### src/rtl/humc_pkg.sv
// Constants shared by the host serial link and mode control block
package humc_pkg;
    // Clock and line rates
    localparam int CLK_HZ       = 100_000_000;
    localparam int RATE_SLOW    = 57600;
    localparam int RATE_FAST    = 460800;
    localparam int DIV_W        = 11;
    localparam logic [DIV_W-1:0] DIV_SLOW = DIV_W'(CLK_HZ / RATE_SLOW);
    localparam logic [DIV_W-1:0] DIV_FAST = DIV_W'(CLK_HZ / RATE_FAST);

    // Character framing: start, eight data bits, one stop, no parity
    localparam int            DATA_BITS = 8;
    localparam logic [3:0]    BIT_STOP  = 4'h9;

    // Start-up timing, in milliseconds
    localparam int             MS_NS       = 1_000_000;
    localparam int             MS_CYCLES_DEF = MS_NS / 10;
    localparam logic [15:0]    INIT_MS     = 16'h0032;
    localparam logic [15:0]    BOOT_DELAY_MS_DEF = 16'h00C8;

    // Pin input filter indices
    localparam int PIN_RX    = 0;
    localparam int PIN_STRAP = 1;
    localparam int PIN_RESET = 2;
    localparam int PIN_N     = 3;

    // Functional states
    typedef enum logic [2:0] {
        ST_INIT  = 3'h0,
        ST_READY = 3'h1,
        ST_RX    = 3'h2,
        ST_IDLE  = 3'h3,
        ST_TX    = 3'h4,
        ST_SLEEP = 3'h5
    } humc_state_t;
endpackage : humc_pkg

### src/rtl/humc_fifo.sv
// Flip-flop FIFO with valid/ready on both sides
`timescale 1ns/1ps
module humc_fifo #(
    parameter int WIDTH = 8,
    parameter int DEPTH = 8
) (
    // Clock and reset
    input  wire logic             clk_i,
    input  wire logic             resetn_i,
    // Fill side
    input  wire logic [WIDTH-1:0] in_data_i,
    input  wire logic             in_valid_i,
    output logic                  in_ready_o,
    // Drain side
    output logic [WIDTH-1:0]      out_data_o,
    output logic                  out_valid_o,
    input  wire logic             out_ready_i
);
    localparam int AW = (DEPTH > 1) ? $clog2(DEPTH) : 1;
    localparam int CW = $clog2(DEPTH + 1);

    logic [WIDTH-1:0] mem_q [DEPTH];
    logic [AW-1:0]    wr_ptr_q;
    logic [AW-1:0]    rd_ptr_q;
    logic [CW-1:0]    cnt_q;
    logic [CW-1:0]    cnt_d;
    logic             push;
    logic             pop;

    assign push       = in_valid_i && in_ready_o;
    assign pop        = out_valid_o && out_ready_i;
    assign out_data_o = mem_q[rd_ptr_q];

    always_comb begin
        cnt_d = cnt_q;
        if (push && !pop) begin
            cnt_d = cnt_q + CW'(1);
        end else if (pop && !push) begin
            cnt_d = cnt_q - CW'(1);
        end
    end

    always_ff @(posedge clk_i) begin
        if (push) begin
            mem_q[wr_ptr_q] <= in_data_i;
        end
    end

    always_ff @(posedge clk_i) begin
        if (!resetn_i) begin
            wr_ptr_q    <= '0;
            rd_ptr_q    <= '0;
            cnt_q       <= '0;
            in_ready_o  <= 1'b0;
            out_valid_o <= 1'b0;
        end else begin
            if (push) begin
                wr_ptr_q <= (wr_ptr_q == AW'(DEPTH - 1)) ? '0 : wr_ptr_q + AW'(1);
            end
            if (pop) begin
                rd_ptr_q <= (rd_ptr_q == AW'(DEPTH - 1)) ? '0 : rd_ptr_q + AW'(1);
            end
            cnt_q       <= cnt_d;
            in_ready_o  <= (cnt_d != CW'(DEPTH));
            out_valid_o <= (cnt_d != '0);
        end
    end
endmodule : humc_fifo

### src/rtl/humc_top.sv
// Host serial link, line-rate control and functional state control
`timescale 1ns/1ps
module humc_top
    import humc_pkg::*;
#(
    parameter int MS_CYCLES = MS_CYCLES_DEF,
    parameter int FIFO_DEPTH = 8
) (
    // Clock and power-on reset
    input  wire logic       clk_i,
    input  wire logic       resetn_i,
    // Device pins
    input  wire logic       reset_in_n_i,
    input  wire logic       fast_rate_strap_n_i,
    input  wire logic       uart_rx_i,
    output logic            uart_tx_o,
    // Bytes toward the host
    input  wire logic [7:0] tx_data_i,
    input  wire logic       tx_valid_i,
    output logic            tx_ready_o,
    // Bytes from the host
    output logic [7:0]      rx_data_o,
    output logic            rx_valid_o,
    output logic            rx_frame_err_o,
    // Commands decoded from the host protocol
    input  wire logic       set_line_rate_cmd_i,
    input  wire logic       set_line_rate_fast_i,
    input  wire logic       write_boot_delay_cmd_i,
    input  wire logic [15:0] boot_delay_ms_i,
    // Radio side control
    input  wire logic       tx_only_i,
    input  wire logic       radio_tx_req_i,
    input  wire logic       radio_tx_done_i,
    input  wire logic       sleep_req_i,
    input  wire logic       wake_i,
    // Status
    output humc_state_t     state_o,
    output logic            rx_enable_o,
    output logic            rate_fast_o,
    output logic [15:0]     boot_delay_ms_o
);
    // Pin filters: four flops, a change counts once stages two and three agree
    logic [PIN_N-1:0] sync1_q;
    logic [PIN_N-1:0] sync2_q;
    logic [PIN_N-1:0] sync3_q;
    logic [PIN_N-1:0] pin_q;
    logic [PIN_N-1:0] pin_raw;

    assign pin_raw = {reset_in_n_i, fast_rate_strap_n_i, uart_rx_i};

    for (genvar g = 0; g < PIN_N; g++) begin : g_pin
        always_ff @(posedge clk_i) begin
            if (!resetn_i) begin
                sync1_q[g] <= 1'b1;
                sync2_q[g] <= 1'b1;
                sync3_q[g] <= 1'b1;
                pin_q[g]   <= 1'b1;
            end else begin
                sync1_q[g] <= pin_raw[g];
                sync2_q[g] <= sync1_q[g];
                sync3_q[g] <= sync2_q[g];
                if (sync2_q[g] == sync3_q[g]) begin
                    pin_q[g] <= sync3_q[g];
                end
            end
        end
    end

    // Device reset; the boot delay survives it, and only the power-on reset reloads the default
    logic rst_n;
    assign rst_n = resetn_i && pin_q[PIN_RESET];

    // Persistent boot delay
    always_ff @(posedge clk_i) begin
        if (!resetn_i) begin
            boot_delay_ms_o <= BOOT_DELAY_MS_DEF;
        end else if (write_boot_delay_cmd_i) begin
            boot_delay_ms_o <= boot_delay_ms_i;
        end
    end

    // Millisecond timebase for init and boot delay
    logic [$clog2(MS_CYCLES+1)-1:0] ms_div_q;
    logic                           ms_tick;
    logic [15:0]                    ms_cnt_q;
    humc_state_t                    state_d;

    assign ms_tick = (ms_div_q == $bits(ms_div_q)'(MS_CYCLES - 1));

    always_ff @(posedge clk_i) begin
        if (!rst_n || state_d != state_o) begin
            ms_div_q <= '0;
            ms_cnt_q <= '0;
        end else if (ms_tick) begin
            ms_div_q <= '0;
            ms_cnt_q <= ms_cnt_q + 16'h0001;
        end else begin
            ms_div_q <= ms_div_q + $bits(ms_div_q)'(1);
        end
    end

    // Functional state sequence
    logic op_state;
    assign op_state = tx_only_i ? 1'b0 : 1'b1;

    always_comb begin
        state_d = state_o;
        unique case (state_o)
            ST_INIT: begin
                if (ms_tick && ms_cnt_q == INIT_MS - 16'h0001) begin
                    state_d = ST_READY;
                end
            end
            ST_READY: begin
                if (ms_cnt_q >= boot_delay_ms_o) begin
                    state_d = op_state ? ST_RX : ST_IDLE;
                end
            end
            ST_RX, ST_IDLE: begin
                if (radio_tx_req_i) begin
                    state_d = ST_TX;
                end else if (sleep_req_i) begin
                    state_d = ST_SLEEP;
                end
            end
            ST_TX: begin
                if (radio_tx_done_i) begin
                    state_d = op_state ? ST_RX : ST_IDLE;
                end
            end
            ST_SLEEP: begin
                if (wake_i) begin
                    state_d = op_state ? ST_RX : ST_IDLE;
                end
            end
            default: state_d = ST_INIT;
        endcase
    end

    always_ff @(posedge clk_i) begin
        if (!rst_n) begin
            state_o     <= ST_INIT;
            rx_enable_o <= 1'b0;
        end else begin
            state_o     <= state_d;
            rx_enable_o <= (state_d == ST_RX);
        end
    end

    // Line rate: strap taken as init ends, command wins at any time
    logic             strap_done_q;
    logic [DIV_W-1:0] div_now;

    assign div_now = rate_fast_o ? DIV_FAST : DIV_SLOW;

    always_ff @(posedge clk_i) begin
        if (!rst_n) begin
            rate_fast_o  <= 1'b0;
            strap_done_q <= 1'b0;
        end else if (set_line_rate_cmd_i) begin
            rate_fast_o  <= set_line_rate_fast_i;
            strap_done_q <= 1'b1;
        end else if (!strap_done_q && state_o == ST_INIT && state_d == ST_READY) begin
            rate_fast_o  <= !pin_q[PIN_STRAP];
            strap_done_q <= 1'b1;
        end
    end

    // Transmit path toward the host drains the FIFO
    logic [7:0]       fifo_data;
    logic             fifo_valid;
    logic             tx_busy_q;
    logic [9:0]       tx_sh_q;
    logic [3:0]       tx_bit_q;
    logic [DIV_W-1:0] tx_cnt_q;
    logic [DIV_W-1:0] tx_div_q;
    logic             tx_take;

    assign tx_take = fifo_valid && !tx_busy_q;

    humc_fifo #(
        .WIDTH (DATA_BITS),
        .DEPTH (FIFO_DEPTH)
    ) u_tx_fifo (
        .clk_i       (clk_i),
        .resetn_i    (rst_n),
        .in_data_i   (tx_data_i),
        .in_valid_i  (tx_valid_i),
        .in_ready_o  (tx_ready_o),
        .out_data_o  (fifo_data),
        .out_valid_o (fifo_valid),
        .out_ready_i (!tx_busy_q)
    );

    always_ff @(posedge clk_i) begin
        if (!rst_n) begin
            tx_busy_q <= 1'b0;
            tx_sh_q   <= 10'h3FF;
            tx_bit_q  <= 4'h0;
            tx_cnt_q  <= '0;
            tx_div_q  <= DIV_SLOW;
            uart_tx_o <= 1'b1;
        end else if (tx_take) begin
            // Rate is latched per character so a change never splits one
            tx_busy_q <= 1'b1;
            tx_sh_q   <= {1'b1, fifo_data, 1'b0};
            tx_bit_q  <= 4'h0;
            tx_cnt_q  <= div_now - DIV_W'(1);
            tx_div_q  <= div_now;
            uart_tx_o <= 1'b0;
        end else if (tx_busy_q) begin
            if (tx_cnt_q == '0) begin
                tx_cnt_q <= tx_div_q - DIV_W'(1);
                if (tx_bit_q == BIT_STOP) begin
                    tx_busy_q <= 1'b0;
                    uart_tx_o <= 1'b1;
                end else begin
                    tx_bit_q  <= tx_bit_q + 4'h1;
                    tx_sh_q   <= {1'b1, tx_sh_q[9:1]};
                    uart_tx_o <= tx_sh_q[1];
                end
            end else begin
                tx_cnt_q <= tx_cnt_q - DIV_W'(1);
            end
        end
    end

    // Receive path from the host, sampled mid-bit
    logic             rx_busy_q;
    logic [3:0]       rx_bit_q;
    logic [DIV_W-1:0] rx_cnt_q;
    logic [DIV_W-1:0] rx_div_q;
    logic [7:0]       rx_sh_q;
    logic             rx_line;

    assign rx_line = pin_q[PIN_RX];

    always_ff @(posedge clk_i) begin
        if (!rst_n) begin
            rx_busy_q      <= 1'b0;
            rx_bit_q       <= 4'h0;
            rx_cnt_q       <= '0;
            rx_div_q       <= DIV_SLOW;
            rx_sh_q        <= 8'h00;
            rx_data_o      <= 8'h00;
            rx_valid_o     <= 1'b0;
            rx_frame_err_o <= 1'b0;
        end else begin
            rx_valid_o     <= 1'b0;
            rx_frame_err_o <= 1'b0;
            if (!rx_busy_q) begin
                if (!rx_line) begin
                    rx_busy_q <= 1'b1;
                    rx_bit_q  <= 4'h0;
                    rx_cnt_q  <= div_now >> 1;
                    rx_div_q  <= div_now;
                end
            end else if (rx_cnt_q != '0) begin
                rx_cnt_q <= rx_cnt_q - DIV_W'(1);
            end else begin
                rx_cnt_q <= rx_div_q - DIV_W'(1);
                rx_bit_q <= rx_bit_q + 4'h1;
                if (rx_bit_q == 4'h0) begin
                    // A start bit gone high at mid-bit was a glitch
                    rx_busy_q <= !rx_line;
                end else if (rx_bit_q == BIT_STOP) begin
                    rx_busy_q      <= 1'b0;
                    rx_data_o      <= rx_sh_q;
                    rx_valid_o     <= rx_line;
                    rx_frame_err_o <= !rx_line;
                end else begin
                    rx_sh_q <= {rx_line, rx_sh_q[7:1]};
                end
            end
        end
    end
endmodule : humc_top

### config.mk
export PLATFORM = sky130hd
export DESIGN_NAME = humc_top
export DESIGN_NICKNAME = d
export VERILOG_FILES = /design/src/rtl/humc_pkg.sv /design/src/rtl/humc_fifo.sv /design/src/rtl/humc_top.sv
export SDC_FILE = /design/constraint.sdc
export NUM_CORES = 1
export LEC_CHECK = 0
export ABC_AREA = 1
export ABC_CLOCK_PERIOD_IN_PS = 2100
export BUFFER_PORTS_ARGS = -buffer_cell sky130_fd_sc_hd__buf_4
export CELL_PAD_IN_SITES_DETAIL_PLACEMENT = 0
export CELL_PAD_IN_SITES_GLOBAL_PLACEMENT = 1
export CORE_ASPECT_RATIO = 0.5
export CORE_MARGIN = 1.5
export CORE_UTILIZATION = 41
export CTS_CLUSTER_DIAMETER = 200
export DETAILED_ROUTE_END_ITERATION = 7
export PLACE_DENSITY_LB_ADDON = 0.1
export SLEW_MARGIN = 0
export SYNTH_ARGS = -nofsm -noshare
export SYNTH_HDL_FRONTEND = slang
export SYNTH_HIERARCHICAL = 1
export SYNTH_SLANG_ARGS = --single-unit
### constraint.sdc
create_clock -name clk_i -period 2.1 [get_ports clk_i]
set_input_delay 0 -clock clk_i [delete_from_list [all_inputs] [get_ports clk_i]]
set_output_delay 0 -clock clk_i [all_outputs]
set_load 0.005 [all_outputs]
### After elaboration in Yosys (flattened, before gate mapping)

Memory sizes are Yosys's and may differ from the RTL's. A register that Yosys moved wholly into a read port is not among the register bits.
Index checks and enable logic that the tools add are counted.

| operators by class | value |
|---|---|
| equality and inequality tests | 21 |
| multiplexer cells | 47 |
| order comparisons | 1 |
| reductions and logical operators | 35 |
| add/subtract/negate cells | 13 |
| bitwise gates (word level) | 7 |

Operator list:

| cell | count |
|---|---|
| 11-bit two-way mux | 7 |
| 11-bit by 1-bit subtractor with 11-bit output (second input constant) | 5 |
| 9-bit two-way mux | 4 |
| 3-bit two-way mux | 10 |
| 1-bit two-way mux | 20 |
| 4-bit two-way mux | 5 |
| 17-bit by 1-bit adder with 17-bit output (second input constant) | 1 |
| 17-bit equality test (second input constant) | 1 |
| 16-bit by 1-bit adder with 16-bit output (second input constant) | 1 |
| 16-bit by 6-bit equality test with 1-bit output (second input constant) | 1 |
| 16-bit >= comparator | 1 |
| 3-bit case mux with 5 select lines | 1 |
| 4-bit by 1-bit adder with 4-bit output (second input constant) | 3 |
| 3-bit equality test (second input constant) | 4 |
| 11-bit zero test | 1 |
| 11-bit nonzero test | 1 |
| 3-bit by 2-bit equality test with 1-bit output (second input constant) | 3 |
| 4-bit equality test (second input constant) | 2 |
| 1-bit logical AND | 8 |
| 4-bit AND reduction | 2 |
| 1-bit zero test | 7 |
| 1-bit NOT | 7 |
| 3-bit by 1-bit adder with 3-bit output (second input constant) | 2 |
| 3-bit by 1-bit equality test with 1-bit output (second input constant) | 2 |
| other kinds (15) | 25 |

| word-level totals | value |
|---|---|
| memories kept | 1 |
| output and inout bits | 33 |
| word-level logic and storage cells | 163 |
| RAM bits | 64 |
| bits of input ports | 38 |
| register bits | 161 |

Memories:

| name | depth | width | rd ports | clocked after Yosys merged registers in | write ports | line | source |
|---|---|---|---|---|---|---|---|
| u_tx_fifo.mem_q | 8 | 8 | 1 | 1 | 1 | humc_fifo.sv:22 | `logic [WIDTH-1:0] mem_q [DEPTH];` |

### Depth between registers and ports, before layout

| depth | value |
|---|---|
| depth in word-level cells | 8 |
| gate-level depth with buffers | 19 |
| mapped depth without buffers | 19 |

### By module

Netlist, hierarchy kept.

Modules (own cells, without submodules):

| module | area each (µm²) | times used | seq. area each (µm²) | cells an instance |
|---|---|---|---|---|
| humc_top | 6500.0 | 1 | 2602.5 | 877 |
| humc_fifo | 3295.7 | 1 | 2222.1 | 298 |

### Worst setup path before layout

No wires, ideal clock.

| path | value |
|---|---|
| kind | reg2reg |
| start | register rx_cnt_q[6] |
| end | register rx_cnt_q[6] |
| stages on the path, launching flop included | 17 |
| path buffers | 1 |
| slack | 63 ps |
| clock period less this slack | 2037 ps |
| data required time | 1985 ps |
| library setup time | 115 ps |
| arrival | 1922 ps |
| cells stage by stage | dfxtp_1 -> inv_1 -> nand2_1 -> nor4_2 -> nand2_2 -> buf_4 -> o21ai_0 -> inv_1 -> ha_1 -> inv_1 -> nor2_1 -> nand4_1 -> nor2_1 -> nand3_1 -> nand2_1 -> o21ai_0 -> inv_1 |

| between the ends | value |
|---|---|
| cells in the longest elaborated chain, start to end | 3 |
| elaborated cells between the ends (all ways) | 4 |
| those cells by class | 1 x add/sub; 2 x mux; 1 x reduce/logical |

Ends and longest elaborated chain:

| element | line | source |
|---|---|---|
| from (decl) | humc_top.sv:231 | `logic [DIV_W-1:0] rx_cnt_q;` |
| from (signal assigned) | humc_top.sv:255 | `rx_cnt_q <= div_now >> 1;` |
| from (signal assigned) | humc_top.sv:259 | `rx_cnt_q <= rx_cnt_q - DIV_W'(1);` |
| from (signal assigned) | humc_top.sv:261 | `rx_cnt_q <= rx_div_q - DIV_W'(1);` |
| 11-bit by 1-bit subtractor with 11-bit output / 11-bit nonzero test (equally long branches) | humc_top.sv:259, humc_top.sv:258 |  |
| 11-bit two-way mux (*) | humc_top.sv:258 | `end else if (rx_cnt_q != '0) begin` |
| 11-bit two-way mux (*) | humc_top.sv:251 | `if (!rx_busy_q) begin` |

Every way passes the cells marked *; elsewhere a longest branch is shown, timed or not.
A chain may end at the register's enable or synchronous reset.

### Final worst setup path

| path | value |
|---|---|
| start | register boot_delay_ms_o[2] |
| end | register ms_div_q[2] |

| between the ends | value |
|---|---|
| cells in the longest elaborated chain, start to end | 6 |

Ends and longest elaborated chain:

| element | line | source |
|---|---|---|
| from (decl) | humc_top.sv:40 | `output logic [15:0] boot_delay_ms_o` |
| from (signal assigned) | humc_top.sv:78 | `boot_delay_ms_o <= boot_delay_ms_i;` |
| 16-bit >= comparator | humc_top.sv:115 | `if (ms_cnt_q >= boot_delay_ms_o) begin` |
| 3-bit two-way mux | humc_top.sv:115 |  |
| 3-bit case mux with 5 select lines | humc_top.sv:108 | `unique case (state_o)` |
| 3-bit != test | humc_top.sv:91 | `if (!rst_n \|\| state_d != state_o) begin` |
| 1-bit logical OR | humc_top.sv:91 |  |
| 2-bit OR reduction (no source line) | n/a |  |
| to (signal assigned) | humc_top.sv:98 | `ms_div_q <= ms_div_q + $bits(ms_div_q)'(1);` |
| to (decl) | humc_top.sv:83 | `logic [$clog2(MS_CYCLES+1)-1:0] ms_div_q;` |

No other way between the ends.

==> impl_metrics.csv <==
group,metric,value,unit
layout,diodes,0,
yosys,netlist_instances,1175,
timing,drv_slew,0,
power,leakage,5.10,nW
yosys,ys_ff_latch,209,
floorplan,floorplan.die.width,222,µm
critical_path,max_stage_delay,0.33,ns
clocking,cts_buffer_depth,3,
detailed_routing,drt_iter0_markers,364,
place,portBuffers,70,
timing,hold_viol,0,
timing,fin_skew,0.00900,ns
grt,antenna_found_initial,0,
timing,setup_viol,0,
timing,worst_slew_pin_slew,0.604,ns
clocking,cts_root_buffer,"clkbuf_16",
outcome,status,"finished clean",
clocking,h-tree-depth,1,
critical_path,arrival,2.47,ns
yosys,syn_nets,1245,
yosys,synth_cell_type_count,43,
critical_path,worstPathMaxFanout,8,
detailed_routing,ant_nets,0,
grt,grt_overflow,0,
timing,slew_headroom,59.7,%
timing,totalNegativeSetupSlack,0,ns
yosys,synthFlopType,"dfxtp_1",
clocking,cts_tree,"yes",
yosys,syn_area,0.00980,mm²
floorplan,die_y,112,µm
clocking,clkSlewWorstSetupHoldPaths,0.07,ns
grt,grt_pass1_wl,36900,µm
floorplan,io_pins,71,
grt,grt_max_degree,46,
detailed_routing,num_vias,8082,
layout,fin_nets,1423,
clocking,clock_sinks,209,
clocking,insertion_delay,0.51,ns
detailed_routing,firstDrtPassIters,5,
grt,gr-usage-all-layers,17.7,%
detailed_routing,via_per_inst,4.83,
layout,areaGrowthSynthToFinish,29.4,%
grt,grt_pass1_vias,7556,
detailed_routing,drcViolationCount,0,
critical_path,critPathKind,"reg -> reg",
clocking,cts_buffers,20,
hold_path,min-delay-path-class,"in -> reg",
layout,fin_util,54.8,%
yosys,synth_edf_count,64,
timing,hold-worst-slack,0.0961,ns
critical_path,crit_top_cell,"nand2_2",
timing,finalCriticalPeriod,2.08,ns
timing,fin_crit_sh,98.9,%
critical_path,cp-end-kind,"register",
critical_path,critical_path.cell_chain,"inv_1 > ha_4 > nand4_1 > nor2_2 > nor2_1 > nand2_1 > nand2_2 > nand2_2 > nand2_2 > nand2_2 > nand2_2 > nand2_4 > nand2_4 > nand3_4 > clkbuf_16 > nor2_2",
place,dp_hpwl,14800,µm
critical_path,crit_slowest_cell,"dfxtp_2",
power,irDropWorstVdd,496,µV
critical_path,cp-start-kind,"register",
yosys,async_reset_ff_share,0,%
yosys,yosysWarnings,6,
floorplan,core,0.0231,mm²
yosys,avgSynthCellArea,8.34,µm²
floorplan,fp-row-count,39,
floorplan,start_util,42.4,%
floorplan,die_area,0.0249,mm²
job,cap_violations,0,
power,p_per_area,919,mW/mm²
layout,drive_gt1_share,24.3,%
detailed_routing,routed_wl,22400,µm
detailed_routing,wl_per_cell,13.4,µm
yosys,ys_seq_area_share,49.3,%
place,place.gp.congestion,0.815,
timing,rsz0062_at_grt,"true",
timing,max_freq,481,MHz
critical_path,critPathRequiredTime,2.49,ns
==> power by group <==
part	internal, mW	leakage (nW)	switching (mW)	total [mW]
clock network	2.26	0.331	1.59	3.85
registers	4.53	1.77	0.294	4.83
logic	1.14	3.00	1.83	2.97
total	7.93	5.10	3.72	11.6
==> worst paths after layout <==
| check | slack (ns) | end | from | cells after the start |
|---|---|---|---|---|
| worst max register to register | 0.02 | ms_div_q[2] | boot_delay_ms_o[2] | 16 |
| worst max-delay path | 0.02 | ms_div_q[2] | boot_delay_ms_o[2] | 16 |
| worst min register to register | 0.42 | sync2_q[0] | sync1_q[0] | 1 |
| worst min-delay path | 0.1 | rx_enable_o | radio_tx_done_i | 8 |
==> stage by stage <==
stage	power, mW	area (µm²)	cells	setup WS [ns]
finish	11.6	12700	1674	0.0230
global route	12.4	12700	1674	-0.106
CTS	11.7	12100	1664	-0.000989
detailed placement	7.71	10900	1574	-0.0110
global placement	7.68	10900	1574	0.0569
floorplan	6.93	9800	1175	0.0625
==> Yosys cell counts, drive strengths merged (13+ instances only) <==
master | instances | share of area [%]
a21oi | 87 | 4.5
ha | 32 | 4.1
nor3 | 33 | 2.1
nand4 | 26 | 1.9
nor2 | 150 | 6.9
nand2 | 190 | 8.0
edfxtp | 64 | 20
nand3 | 65 | 3.7
dfxtp | 145 | 30
buf | 15 | 1.4
a31oi | 13 | 0.83
xor2 | 13 | 1.2
o21ai | 105 | 5.4
inv | 179 | 6.9
==> flip-flops by register name, summed over array words and instances (netlist names), 8 cells and up, named ones only <==
register / cells
boot_delay_ms_o: 16
rx_cnt_q: 11
tx_sh_q: 8
u_tx_fifo/mem_q: 64
tx_cnt_q: 11
rx_sh_q: 8
rx_data_o: 8
ms_cnt_q: 16
ms_div_q: 17
==> routing by layer <==
layer  share of wire (%)  GRT usage (%)
met2                  43           28.3
met4                 1.2           2.97
met3                 4.0           3.61
met1                  51           25.3
met5                   0              0
==> cells by family (layout without fill, tap and decap cells) <==
family	count (synthesis)	in the layout	synth area share, %
adder cells (fa/ha/maj)	32	32	4.09
AO/OA/AOI/OAI	222	222	12.0
buffers and inverters	208	399	8.89
XOR/XNOR	20	20	1.79
AND/OR/NAND/NOR	484	485	24.0
flip-flops	209	209	49.3
==> timing repair <==
action | 4_1_cts | 5_1_grt
setup buffers | 0 | 7
hold endpoints to repair | 93 | 0
setup endpoints to repair | 8 | 51
pin swaps | 0 | 37
hold buffers | 54 | 0
gates resized for setup | 1 | 108
cloned | 0 | 3
==> cell usage in the layout, fill, tap and decap left out, types with 7 or more instances in the layout <==
master,n
nand3_1,56
nand2_2,18
ha_1,21
nor2_2,29
nor2_1,109
inv_1,160
nor3_1,21
o21ai_0,80
a21oi_1,75
o21ai_1,22
a21oi_2,12
ha_4,10
dlygate4sd3_1,54
a31oi_1,13
dfxtp_2,22
buf_4,121
or2_2,11
nand2_4,7
inv_2,17
nand2_1,164
xor2_1,13
clkbuf_16,23
nand4_1,23
edfxtp_1,64
xnor2_1,7
nor3_2,9
nor2_4,12
dfxtp_1,123
==> layout make-up <==
type / count / area, µm²
Timing Repair Buffer: 182 / 1580
Clock inverter: 12 / 138
Multi-Input combinational cell: 759 / 4480
Inverter: 181 / 684
Sequential cell: 209 / 4850
Fill cell: 2132 / 10500
Clock buffer: 24 / 557
Tap cell: 307 / 384
==> critical path: cells and delay by family (launching register included) <==
family / cells / cell delay (ns)
adder cells (fa/ha/maj): 1 / 0.28
AND/OR/NAND/NOR: 13 / 1.10
buffers and inverters: 2 / 0.27
flip-flops: 1 / 0.33
(Power assumes the default switching activity.)
